===== src/ssf_pkg.sv =====
// Package of constants and types for the system status flag bank.
`default_nettype none
package ssf_pkg;

  // ----------------------------------------------------------------
  // Register map
  // ----------------------------------------------------------------
  localparam logic [7:0] SSF_OFS_ERR   = 8'h00;
  localparam logic [7:0] SSF_OFS_LOG   = 8'h04;
  localparam logic [7:0] SSF_OFS_MODE  = 8'h08;
  localparam logic [7:0] SSF_OFS_PORT  = 8'h0c;
  localparam logic [7:0] SSF_OFS_ISTAT = 8'h10;
  localparam logic [7:0] SSF_OFS_IMASK = 8'h14;

  // ----------------------------------------------------------------
  // Field layout and reset values
  // ----------------------------------------------------------------
  localparam int unsigned SSF_PORT_LANE  = 8;
  localparam int unsigned SSF_NPORTS_DEF = 2;
  localparam int unsigned SSF_NPORTS_MAX = 4;
  localparam int unsigned SSF_NERR_IRQ   = 5;
  localparam logic        SSF_FLAG_RST   = 1'b0;

  typedef struct packed {
    logic io_bus_error_flag;
    logic system_error_flag;
    logic watchdog_error_flag;
    logic inspect_error_flag;
    logic op_error_latched_flag;
    logic op_error_flag;
  } ssf_err_t;

  typedef struct packed {
    logic state_log_clear;
    logic download_log_clear;
    logic error_log_clear;
  } ssf_log_t;

  typedef struct packed {
    logic rx_done;
    logic width_select;
    logic rx_timeout;
    logic rx_error;
    logic rx_complete;
    logic wait_reply;
    logic send_flag;
  } ssf_port_t;

  typedef struct packed {
    logic rx_done;
    logic rx_timeout;
    logic rx_error;
    logic rx_complete;
    logic wait_reply;
    logic send_done;
  } ssf_port_in_t;

  typedef struct packed {
    logic io_bus_error;
    logic system_error;
    logic watchdog_error;
    logic inspect_error;
    logic op_fail;
    logic op_done;
  } ssf_err_in_t;

  localparam ssf_err_t  SSF_ERR_RST  = '{default: SSF_FLAG_RST};
  localparam ssf_log_t  SSF_LOG_RST  = '{default: SSF_FLAG_RST};
  localparam ssf_port_t SSF_PORT_RST = '{default: SSF_FLAG_RST};

endpackage
`default_nettype wire


===== src/ssf_bank.sv =====
// System status flag bank with APB register access and interrupt.
`timescale 1ns/1ps
`default_nettype none
module ssf_bank
  import ssf_pkg::*;
#(
  parameter int unsigned NPORTS = SSF_NPORTS_DEF
) (
  input  wire logic                     clk,
  input  wire logic                     rst_n,
  input  wire logic                     psel,
  input  wire logic                     penable,
  input  wire logic                     pwrite,
  input  wire logic [7:0]               paddr,
  input  wire logic [31:0]              pwdata,
  output var  logic [31:0]              prdata,
  output var  logic                     pready,
  output var  logic                     pslverr,
  input  wire logic                     run_mode,
  input  wire ssf_err_in_t              err_in,
  input  wire logic                     online_edit_active,
  input  wire logic                     debug_active,
  input  wire ssf_port_in_t [NPORTS-1:0] port_in,
  output var  ssf_err_t                 err_flags,
  output var  ssf_log_t                 log_clear,
  output var  logic                     online_edit_flag,
  output var  logic                     debug_mode_flag,
  output var  ssf_port_t [NPORTS-1:0]   port_flags,
  output var  logic                     irq
);

  // ----------------------------------------------------------------
  // Parameter check
  // ----------------------------------------------------------------
  if (NPORTS < 1 || NPORTS > SSF_NPORTS_MAX) begin : g_bad
    $error("NPORTS must lie between one and four.");
  end

  localparam int unsigned NIRQ = SSF_NERR_IRQ + 3 * NPORTS;

  // Read/write flag update; the hardware set wins over any clear.
  function automatic logic upd(input logic cur, input logic hw_set,
                               input logic wr, input logic wbit,
                               input logic clr);
    logic v;
    v = wr ? wbit : cur;
    return hw_set | (v & ~clr);
  endfunction

  // ----------------------------------------------------------------
  // State
  // ----------------------------------------------------------------
  logic                   run_ff;
  ssf_err_t               err_ff;
  ssf_err_t               nxt_err;
  ssf_log_t               log_ff;
  ssf_log_t               nxt_log;
  logic                   edit_ff;
  logic                   dbg_ff;
  ssf_port_t [NPORTS-1:0] port_ff;
  ssf_port_t [NPORTS-1:0] nxt_port;
  logic [NIRQ-1:0]        istat_ff;
  logic [NIRQ-1:0]        nxt_istat;
  logic [NIRQ-1:0]        imask_ff;
  logic [NIRQ-1:0]        nxt_imask;
  logic [NIRQ-1:0]        irq_ev;
  logic                   irq_ff;
  logic                   pready_ff;
  logic                   pslverr_ff;
  logic [31:0]            prdata_ff;
  logic [31:0]            rd_word;
  logic [31:0]            port_word;

  // ----------------------------------------------------------------
  // Bus decode
  // ----------------------------------------------------------------
  wire logic acc_first = psel & penable & ~pready_ff;
  wire logic acc_done  = psel & penable & pready_ff;
  wire logic wr_done   = acc_done & pwrite;
  wire logic hit_err   = (paddr == SSF_OFS_ERR);
  wire logic hit_log   = (paddr == SSF_OFS_LOG);
  wire logic hit_mode  = (paddr == SSF_OFS_MODE);
  wire logic hit_port  = (paddr == SSF_OFS_PORT);
  wire logic hit_istat = (paddr == SSF_OFS_ISTAT);
  wire logic hit_imask = (paddr == SSF_OFS_IMASK);
  wire logic hit_any   = hit_err | hit_log | hit_mode | hit_port | hit_istat | hit_imask;
  wire logic wr_log    = wr_done & hit_log;
  wire logic wr_port   = wr_done & hit_port;
  wire logic wr_imask  = wr_done & hit_imask;
  wire logic rd_istat  = acc_first & ~pwrite & hit_istat;
  wire logic run_entry = run_mode & ~run_ff;

  // ----------------------------------------------------------------
  // Next state
  // ----------------------------------------------------------------
  always_comb begin
    // Operation error tracks each finished operation, the latch keeps it.
    nxt_err.op_error_flag = upd(err_ff.op_error_flag, 1'b0, err_in.op_done,
                                err_in.op_fail, run_entry);
    nxt_err.op_error_latched_flag = upd(err_ff.op_error_latched_flag,
                                        err_in.op_done & err_in.op_fail,
                                        1'b0, 1'b0, run_entry);
    nxt_err.inspect_error_flag  = err_in.inspect_error | (err_ff.inspect_error_flag & ~run_entry);
    nxt_err.watchdog_error_flag = err_in.watchdog_error | err_ff.watchdog_error_flag;
    nxt_err.system_error_flag   = err_in.system_error | err_ff.system_error_flag;
    nxt_err.io_bus_error_flag   = err_in.io_bus_error | err_ff.io_bus_error_flag;
    nxt_log.error_log_clear    = upd(log_ff.error_log_clear, 1'b0, wr_log, pwdata[0], 1'b0);
    nxt_log.download_log_clear = upd(log_ff.download_log_clear, 1'b0, wr_log, pwdata[1], 1'b0);
    nxt_log.state_log_clear    = upd(log_ff.state_log_clear, 1'b0, wr_log, pwdata[2], 1'b0);
    for (int p = 0; p < NPORTS; p++) begin
      // Software starts a send; the port clears it once the send is over.
      nxt_port[p].send_flag = wr_port ? pwdata[p*SSF_PORT_LANE]
                            : (port_ff[p].send_flag & ~port_in[p].send_done & ~run_entry);
      nxt_port[p].wait_reply = port_in[p].wait_reply & ~run_entry;
      nxt_port[p].rx_complete = upd(port_ff[p].rx_complete, port_in[p].rx_complete, wr_port,
                                    pwdata[p*SSF_PORT_LANE+2], run_entry);
      nxt_port[p].rx_error = port_in[p].rx_error | (port_ff[p].rx_error & ~run_entry);
      nxt_port[p].rx_timeout = upd(port_ff[p].rx_timeout, port_in[p].rx_timeout, wr_port,
                                   pwdata[p*SSF_PORT_LANE+4], run_entry);
      nxt_port[p].width_select = upd(port_ff[p].width_select, 1'b0, wr_port,
                                     pwdata[p*SSF_PORT_LANE+5], 1'b0);
      nxt_port[p].rx_done = upd(port_ff[p].rx_done, port_in[p].rx_done, wr_port,
                                pwdata[p*SSF_PORT_LANE+6], 1'b0);
    end
  end

  // ----------------------------------------------------------------
  // Interrupt status
  // ----------------------------------------------------------------
  always_comb begin
    irq_ev = '0;
    irq_ev[0] = err_in.op_done & err_in.op_fail;
    irq_ev[1] = err_in.inspect_error;
    irq_ev[2] = err_in.watchdog_error;
    irq_ev[3] = err_in.system_error;
    irq_ev[4] = err_in.io_bus_error;
    for (int p = 0; p < NPORTS; p++) begin
      irq_ev[SSF_NERR_IRQ + 3*p]     = port_in[p].rx_complete;
      irq_ev[SSF_NERR_IRQ + 3*p + 1] = port_in[p].rx_error;
      irq_ev[SSF_NERR_IRQ + 3*p + 2] = port_in[p].rx_timeout;
    end
    // A read clears what it returned; an event in the same cycle survives.
    nxt_istat = irq_ev | (istat_ff & ~{NIRQ{rd_istat}});
    nxt_imask = wr_imask ? pwdata[NIRQ-1:0] : imask_ff;
  end

  // ----------------------------------------------------------------
  // Read mux
  // ----------------------------------------------------------------
  always_comb begin
    port_word = '0;
    for (int p = 0; p < NPORTS; p++) begin
      port_word[p*SSF_PORT_LANE +: SSF_PORT_LANE] = {1'b0, port_ff[p]};
    end
    rd_word = '0;
    if (hit_err) begin
      rd_word[$bits(ssf_err_t)-1:0] = err_ff;
    end
    if (hit_log) begin
      rd_word[$bits(ssf_log_t)-1:0] = log_ff;
    end
    if (hit_mode) begin
      rd_word[1:0] = {dbg_ff, edit_ff};
    end
    if (hit_port) begin
      rd_word = port_word;
    end
    if (hit_istat) begin
      rd_word[NIRQ-1:0] = istat_ff;
    end
    if (hit_imask) begin
      rd_word[NIRQ-1:0] = imask_ff;
    end
  end

  // ----------------------------------------------------------------
  // Registers
  // ----------------------------------------------------------------
  // Writes to read-only words are dropped; undefined offsets answer with an error.
  always_ff @(posedge clk) begin
    if (!rst_n) begin
      pready_ff  <= 1'b0;
      pslverr_ff <= 1'b0;
      prdata_ff  <= 32'h0000_0000;
    end else begin
      pready_ff  <= acc_first;
      pslverr_ff <= acc_first & ~hit_any;
      prdata_ff  <= (acc_first & ~pwrite) ? rd_word : 32'h0000_0000;
    end
  end

  always_ff @(posedge clk) begin
    if (!rst_n) begin
      run_ff   <= SSF_FLAG_RST;
      err_ff   <= SSF_ERR_RST;
      log_ff   <= SSF_LOG_RST;
      edit_ff  <= SSF_FLAG_RST;
      dbg_ff   <= SSF_FLAG_RST;
      port_ff  <= {NPORTS{SSF_PORT_RST}};
      istat_ff <= '0;
      imask_ff <= '0;
      irq_ff   <= 1'b0;
    end else begin
      run_ff   <= run_mode;
      err_ff   <= nxt_err;
      log_ff   <= nxt_log;
      edit_ff  <= online_edit_active;
      dbg_ff   <= debug_active;
      port_ff  <= nxt_port;
      istat_ff <= nxt_istat;
      imask_ff <= nxt_imask;
      irq_ff   <= |(nxt_istat & nxt_imask);
    end
  end

  // ----------------------------------------------------------------
  // Outputs
  // ----------------------------------------------------------------
  assign prdata           = prdata_ff;
  assign pready           = pready_ff;
  assign pslverr          = pslverr_ff;
  assign err_flags        = err_ff;
  assign log_clear        = log_ff;
  assign online_edit_flag = edit_ff;
  assign debug_mode_flag  = dbg_ff;
  assign port_flags       = port_ff;
  assign irq              = irq_ff;

endmodule
`default_nettype wire


===== config.mk =====
export PLATFORM = sky130hd
export DESIGN_NAME = ssf_bank
export DESIGN_NICKNAME = d
export VERILOG_FILES = /design/src/ssf_pkg.sv /design/src/ssf_bank.sv
export SDC_FILE = /design/constraint.sdc
export NUM_CORES = 1
export LEC_CHECK = 0
export BUFFER_PORTS_ARGS = -buffer_cell sky130_fd_sc_hd__buf_2
export CAP_MARGIN = 40
export CORE_MARGIN = 2
export CORE_UTILIZATION = 42
export DETAILED_ROUTE_END_ITERATION = 8
export GPL_TIMING_DRIVEN = 0
export PLACE_DENSITY = 0.86
export SYNTH_ARGS = -nofsm -noshare
export SYNTH_HDL_FRONTEND = slang
export SYNTH_SLANG_ARGS = --single-unit

===== constraint.sdc =====
create_clock -name clk -period 2 [get_ports clk]
set_input_delay 0.1 -clock clk [delete_from_list [all_inputs] [get_ports clk]]
set_output_delay 0.1 -clock clk [all_outputs]
set_load 0.05 [all_outputs]

# Word level (Yosys, flattened, before mapping)
# Cells that the tools add are included.
[totals]
ff_bits = 83
input_bits = 66
[op_classes]
eq_ne = 5
n_mux = 16
bitwise = 56
reduce_logical = 4
[ops]
columns = ["op", "n"]
rows = [
  ["two-way mux 11 bit", 4],
  ["AND 1 bit", 27],
  ["AND 11 bit", 2],
  ["OR 1 bit", 18],
  ["equality test 8 x 4 -> 1 bit (second input constant)", 2],
  ["equality test 8 x 5 -> 1 bit (second input constant)", 2],
  ["inverter 11 bit", 1],
  ["OR 11 bit", 1],
  ["OR reduction 11 bit", 1],
  ["two-way mux 1 bit", 9],
  ["equality test 8 x 3 -> 1 bit (second input constant)", 1],
  ["zero test 8 bit", 1],
  ["inverter 1 bit", 7],
  ["two-way mux 6 bit", 1],
  ["two-way mux 3 bit", 1],
  ["AND reduction 3 bit", 1],
  ["two-way mux 2 bit", 1],
  ["AND reduction 2 bit", 1],
]

# Logic depth before layout (Yosys ltp)
[logic_depth]
ltp_word = 9
ltp_mapped = 7
ltp_nobuf = 5

# Worst setup path after synthesis
# OpenSTA, ideal clock, no wires.
[synth_timing]
path_kind = "flip-flop to flip-flop"
from = "reg pready_ff (netlist: pready)"
to = "reg irq_ff (netlist: irq)"
setup_ns = 0.134
arrival_time_ns = 2.127
t_required_ns = 1.866
slack_ns = -0.261
stages_incl_launch_ff = 7
n_path_buf = 1
period_less_slack_ns = 2.261
path_cell_list = "dfxtp_1 or4bb_1 clkbuf_1 or3_4 a21o_1 a2111oi_1 a31oi_1"
[synth_between]
elab_chain_cells = 9
word_cells_on_any_way = 13
classes_between = "mux: 1; bitwise: 11; reduce/logical: 1"
[synth_rtl]
columns = ["item", "line", "source"]
rows = [
  ["start: declaration", "ssf_bank.sv:68", "logic pready_ff;"],
  ["start signal: assignment", "ssf_bank.sv:186", "pready_ff <= acc_first;"],
  ["inverter 1 bit", "ssf_bank.sv:77", "wire logic acc_first = psel & penable & ~pready_ff;"],
  ["AND 1 bit", "ssf_bank.sv:77", ""],
  ["AND 1 bit (2 in series)", "ssf_bank.sv:90", "wire logic rd_istat = acc_first & ~pwrite & hit_istat;"],
  ["inverter 11 bit", "ssf_bank.sv:143", "nxt_istat = irq_ev | (istat_ff & ~{NIRQ{rd_istat}});"],
  ["AND 11 bit", "ssf_bank.sv:143", ""],
  ["OR 11 bit", "ssf_bank.sv:143", ""],
  ["AND 11 bit *", "ssf_bank.sv:212", "irq_ff <= |(nxt_istat & nxt_imask);"],
  ["OR reduction 11 bit *", "ssf_bank.sv:212", ""],
  ["end signal: assignment", "ssf_bank.sv:212", ""],
  ["end: declaration", "ssf_bank.sv:67", "logic irq_ff;"],
]
# Every way passes the cells marked *; elsewhere a longest branch is shown, timed or not.
# A chain may end at the register's enable or synchronous reset.

# Worst setup path in the final report
# Same ends and word-level chain as after synthesis.

==> flow_summary.toml <==
[cells_and_area]
final_nets = 496
drive_gt1_frac = 0.340
final_area_um2 = 3910
fin_util = 0.612
antenna_cells = 0
stdcell_count = 512
areaGrowthSynthToFinish_pct = 40.0

[worst_setup_path]
path_max_fanout = 7
cp_data_required_time_ns = 2.21
path_class = "flop to flop"
arrival_ns = 2.46
cp-start-kind = "flop"
cp-end-kind = "flop"

[floorplanning]
coreArea_um2 = 6390
initial_core_util = 0.437
dieArea_um2 = 7320
fp.dieH_um = 85.5
rows = 29
die_w_um = 85.5
ios = 126

[clock_tree]
clk_latency_ns = 0.36
htreeDepth = 3
cts_tree = "yes"
cts.sinks = 66
max-clock-path-buffers = 2
cts-root-buf = "clkbuf_8"
clkTransAtPathRegs_ns = 0.07
cts_buffers = 9

[flow_run]
drv_cap = 0

[power]
leakage_nw = 1.83
p_total_mw = 3.35
ir_drop_mv = 0.524
power_density_nw_per_um2 = 856

[sta]
min_period_over_period = 1.12
worst_pin_slew_ns = 0.872
max_freq_ghz = 0.445
tns_ns = -0.248
timing.hold.ws_ns = 0.0137
relSlewSlack = 0.417
rsz0062_at_grt = "true"
worst_slack_ns = -0.248
min_period_ns = 2.25
setup_viol = 1
finClkSkew_ns = 0.0114
hold_violations = 0
drv_slew = 0

[global_routing]
grt_max_degree = 12
grt_pass1_wl_mm = 13.3
antenna_found_initial = 0
grt.total_usage = 0.240
grt_overflow = 0
grt_pass1_vias = 2749

[logic_synthesis]
syn_inst = 295
yosysWarnings = 0
synth.cell_area_um2 = 2790
synth-seq-cells = 66
synth_ff_type = "dfxtp_1"
synth_async_sr_flop_share = 0
synth.distinct_cells = 43
avgSynthCellArea_um2 = 9.47
synth_edf_count = 0
ys_seq_area_frac = 0.473

[routing]
viasPerCell = 5.55
drc = 0
drt_wl_total_mm = 8.76
vias = 2844
dr.pass1.iters = 5
drtIter0Drc = 229
wire_per_inst_um = 17.1
ant_nets = 0

[placement]
io_buffers = 89
dpl.hpwl_mm = 6.11
place_congestion = 0.863
dp_slack_ns = -0.535
placedCellCount = 478
placed_area_um2 = 3430

[outcome]
status = "finished with violations"
violations = "negative setup slack"

[worst_hold_path]
hp-class = "input pin to flop"
-- metal layers --
metal	global-route usage	up-vias	wire, um	part of all wire
li1	-	1314	-	-
met2	0.398	164	4260	0.49
met5	0	-	0	0
met4	0.121	0	204	0.023
met3	0.0529	18	720	0.082
met1	0.292	1348	3580	0.41
-- final timing paths --
check,start,end,slack (ns),depth (start not counted)
worst max-delay path,pready$_SDFF_PN0_,irq$_SDFF_PN0_,-0.25,6
worst min-delay path,pwdata[8],port_flags[7]$_SDFF_PN0_,0.01,3
worst max register to register,pready$_SDFF_PN0_,irq$_SDFF_PN0_,-0.25,6
worst min register to register,port_flags[11]$_SDFF_PN0_,prdata[12]$_SDFF_PN0_,0.48,1
-- final cells by class --
type	instances	area (um2)
sequential	66	1330
buffer	34	220
clock inverter	3	90.1
clock buffer	13	190
fill	575	2480
tap	77	96.3
multi-input combinational	200	1310
inverter	11	41.3
timing repair buffer	108	637
-- Yosys cell counts, drive strengths merged (9+ instances only) --
master / instances / area (um2)
dfxtp: 66 / 1320
a21oi: 34 / 170
nor2: 26 / 97.6
buf: 22 / 165
and2: 18 / 114
clkbuf: 12 / 45.0
o31ai: 12 / 90.1
inv: 11 / 41.3
a222oi: 9 / 90.1
a22oi: 9 / 67.6
nand2: 9 / 33.8
-- sequential cells by signal, summed over array words and instances (netlist names) --
register / flops
log_clear: 3
pready: 1
istat_ff: 11
prdata: 15
debug_mode_flag: 1
run_ff: 1
port_flags: 14
online_edit_flag: 1
err_flags: 6
pslverr: 1
irq: 1
imask_ff: 11
-- critical path, stage by stage, from the launching register on --
cell	delay, ns
dfxtp_4	0.35
or4bb_1	0.48
clkbuf_8	0.18
or3_4	0.38
a22o_4	0.24
a222oi_1	0.31
a31oi_1	0.15
-- placed cells by master (no fill, tap or decap), types with 3 or more instances in the layout --
cell           count
nand4b_1           3
nand4_1            7
a22o_1             3
dlygate4sd3_1     18
a22oi_1            9
inv_1             11
buf_2             92
a21o_1             3
o31ai_1           12
nand2_1            9
a21oi_1           34
conb_1            17
clkbuf_8          13
bufinv_16          3
buf_4             17
clkbuf_1          11
nand3_1            6
mux2_2             8
mux2i_1            8
dfxtp_1           65
a222oi_1           9
nor2_1            26
and2_1            17
-- kinds of logic (layout without fill, tap and decap cells) --
kind of cell | count (synthesis) | count (layout) | share of synthesized area
flip-flops | 66 | 66 | 0.473
multiplexers | 16 | 16 | 0.0609
AND/OR/NAND/NOR | 89 | 89 | 0.183
AO/OA/AOI/OAI | 78 | 78 | 0.191
other | 1 | 17 | 0.00134
buffers and inverters | 45 | 169 | 0.0900
-- what timing repair did --
action	in CTS	in global routing
resized for setup	2	0
pin swaps	2	0
endpoints found under the setup margin	1	1
hold endpoints to repair	18	0
hold buffers	18	0
buffers inserted	0	0
gates cloned	0	0
-- report_power, final --
| group | switching, mW | internal, mW |
|---|---|---|
| clock network | 0.524 | 1.01 |
| logic | 0.289 | 0.148 |
| registers | 0.0265 | 1.36 |
Note: power is estimated with default switching activity, not from simulation.
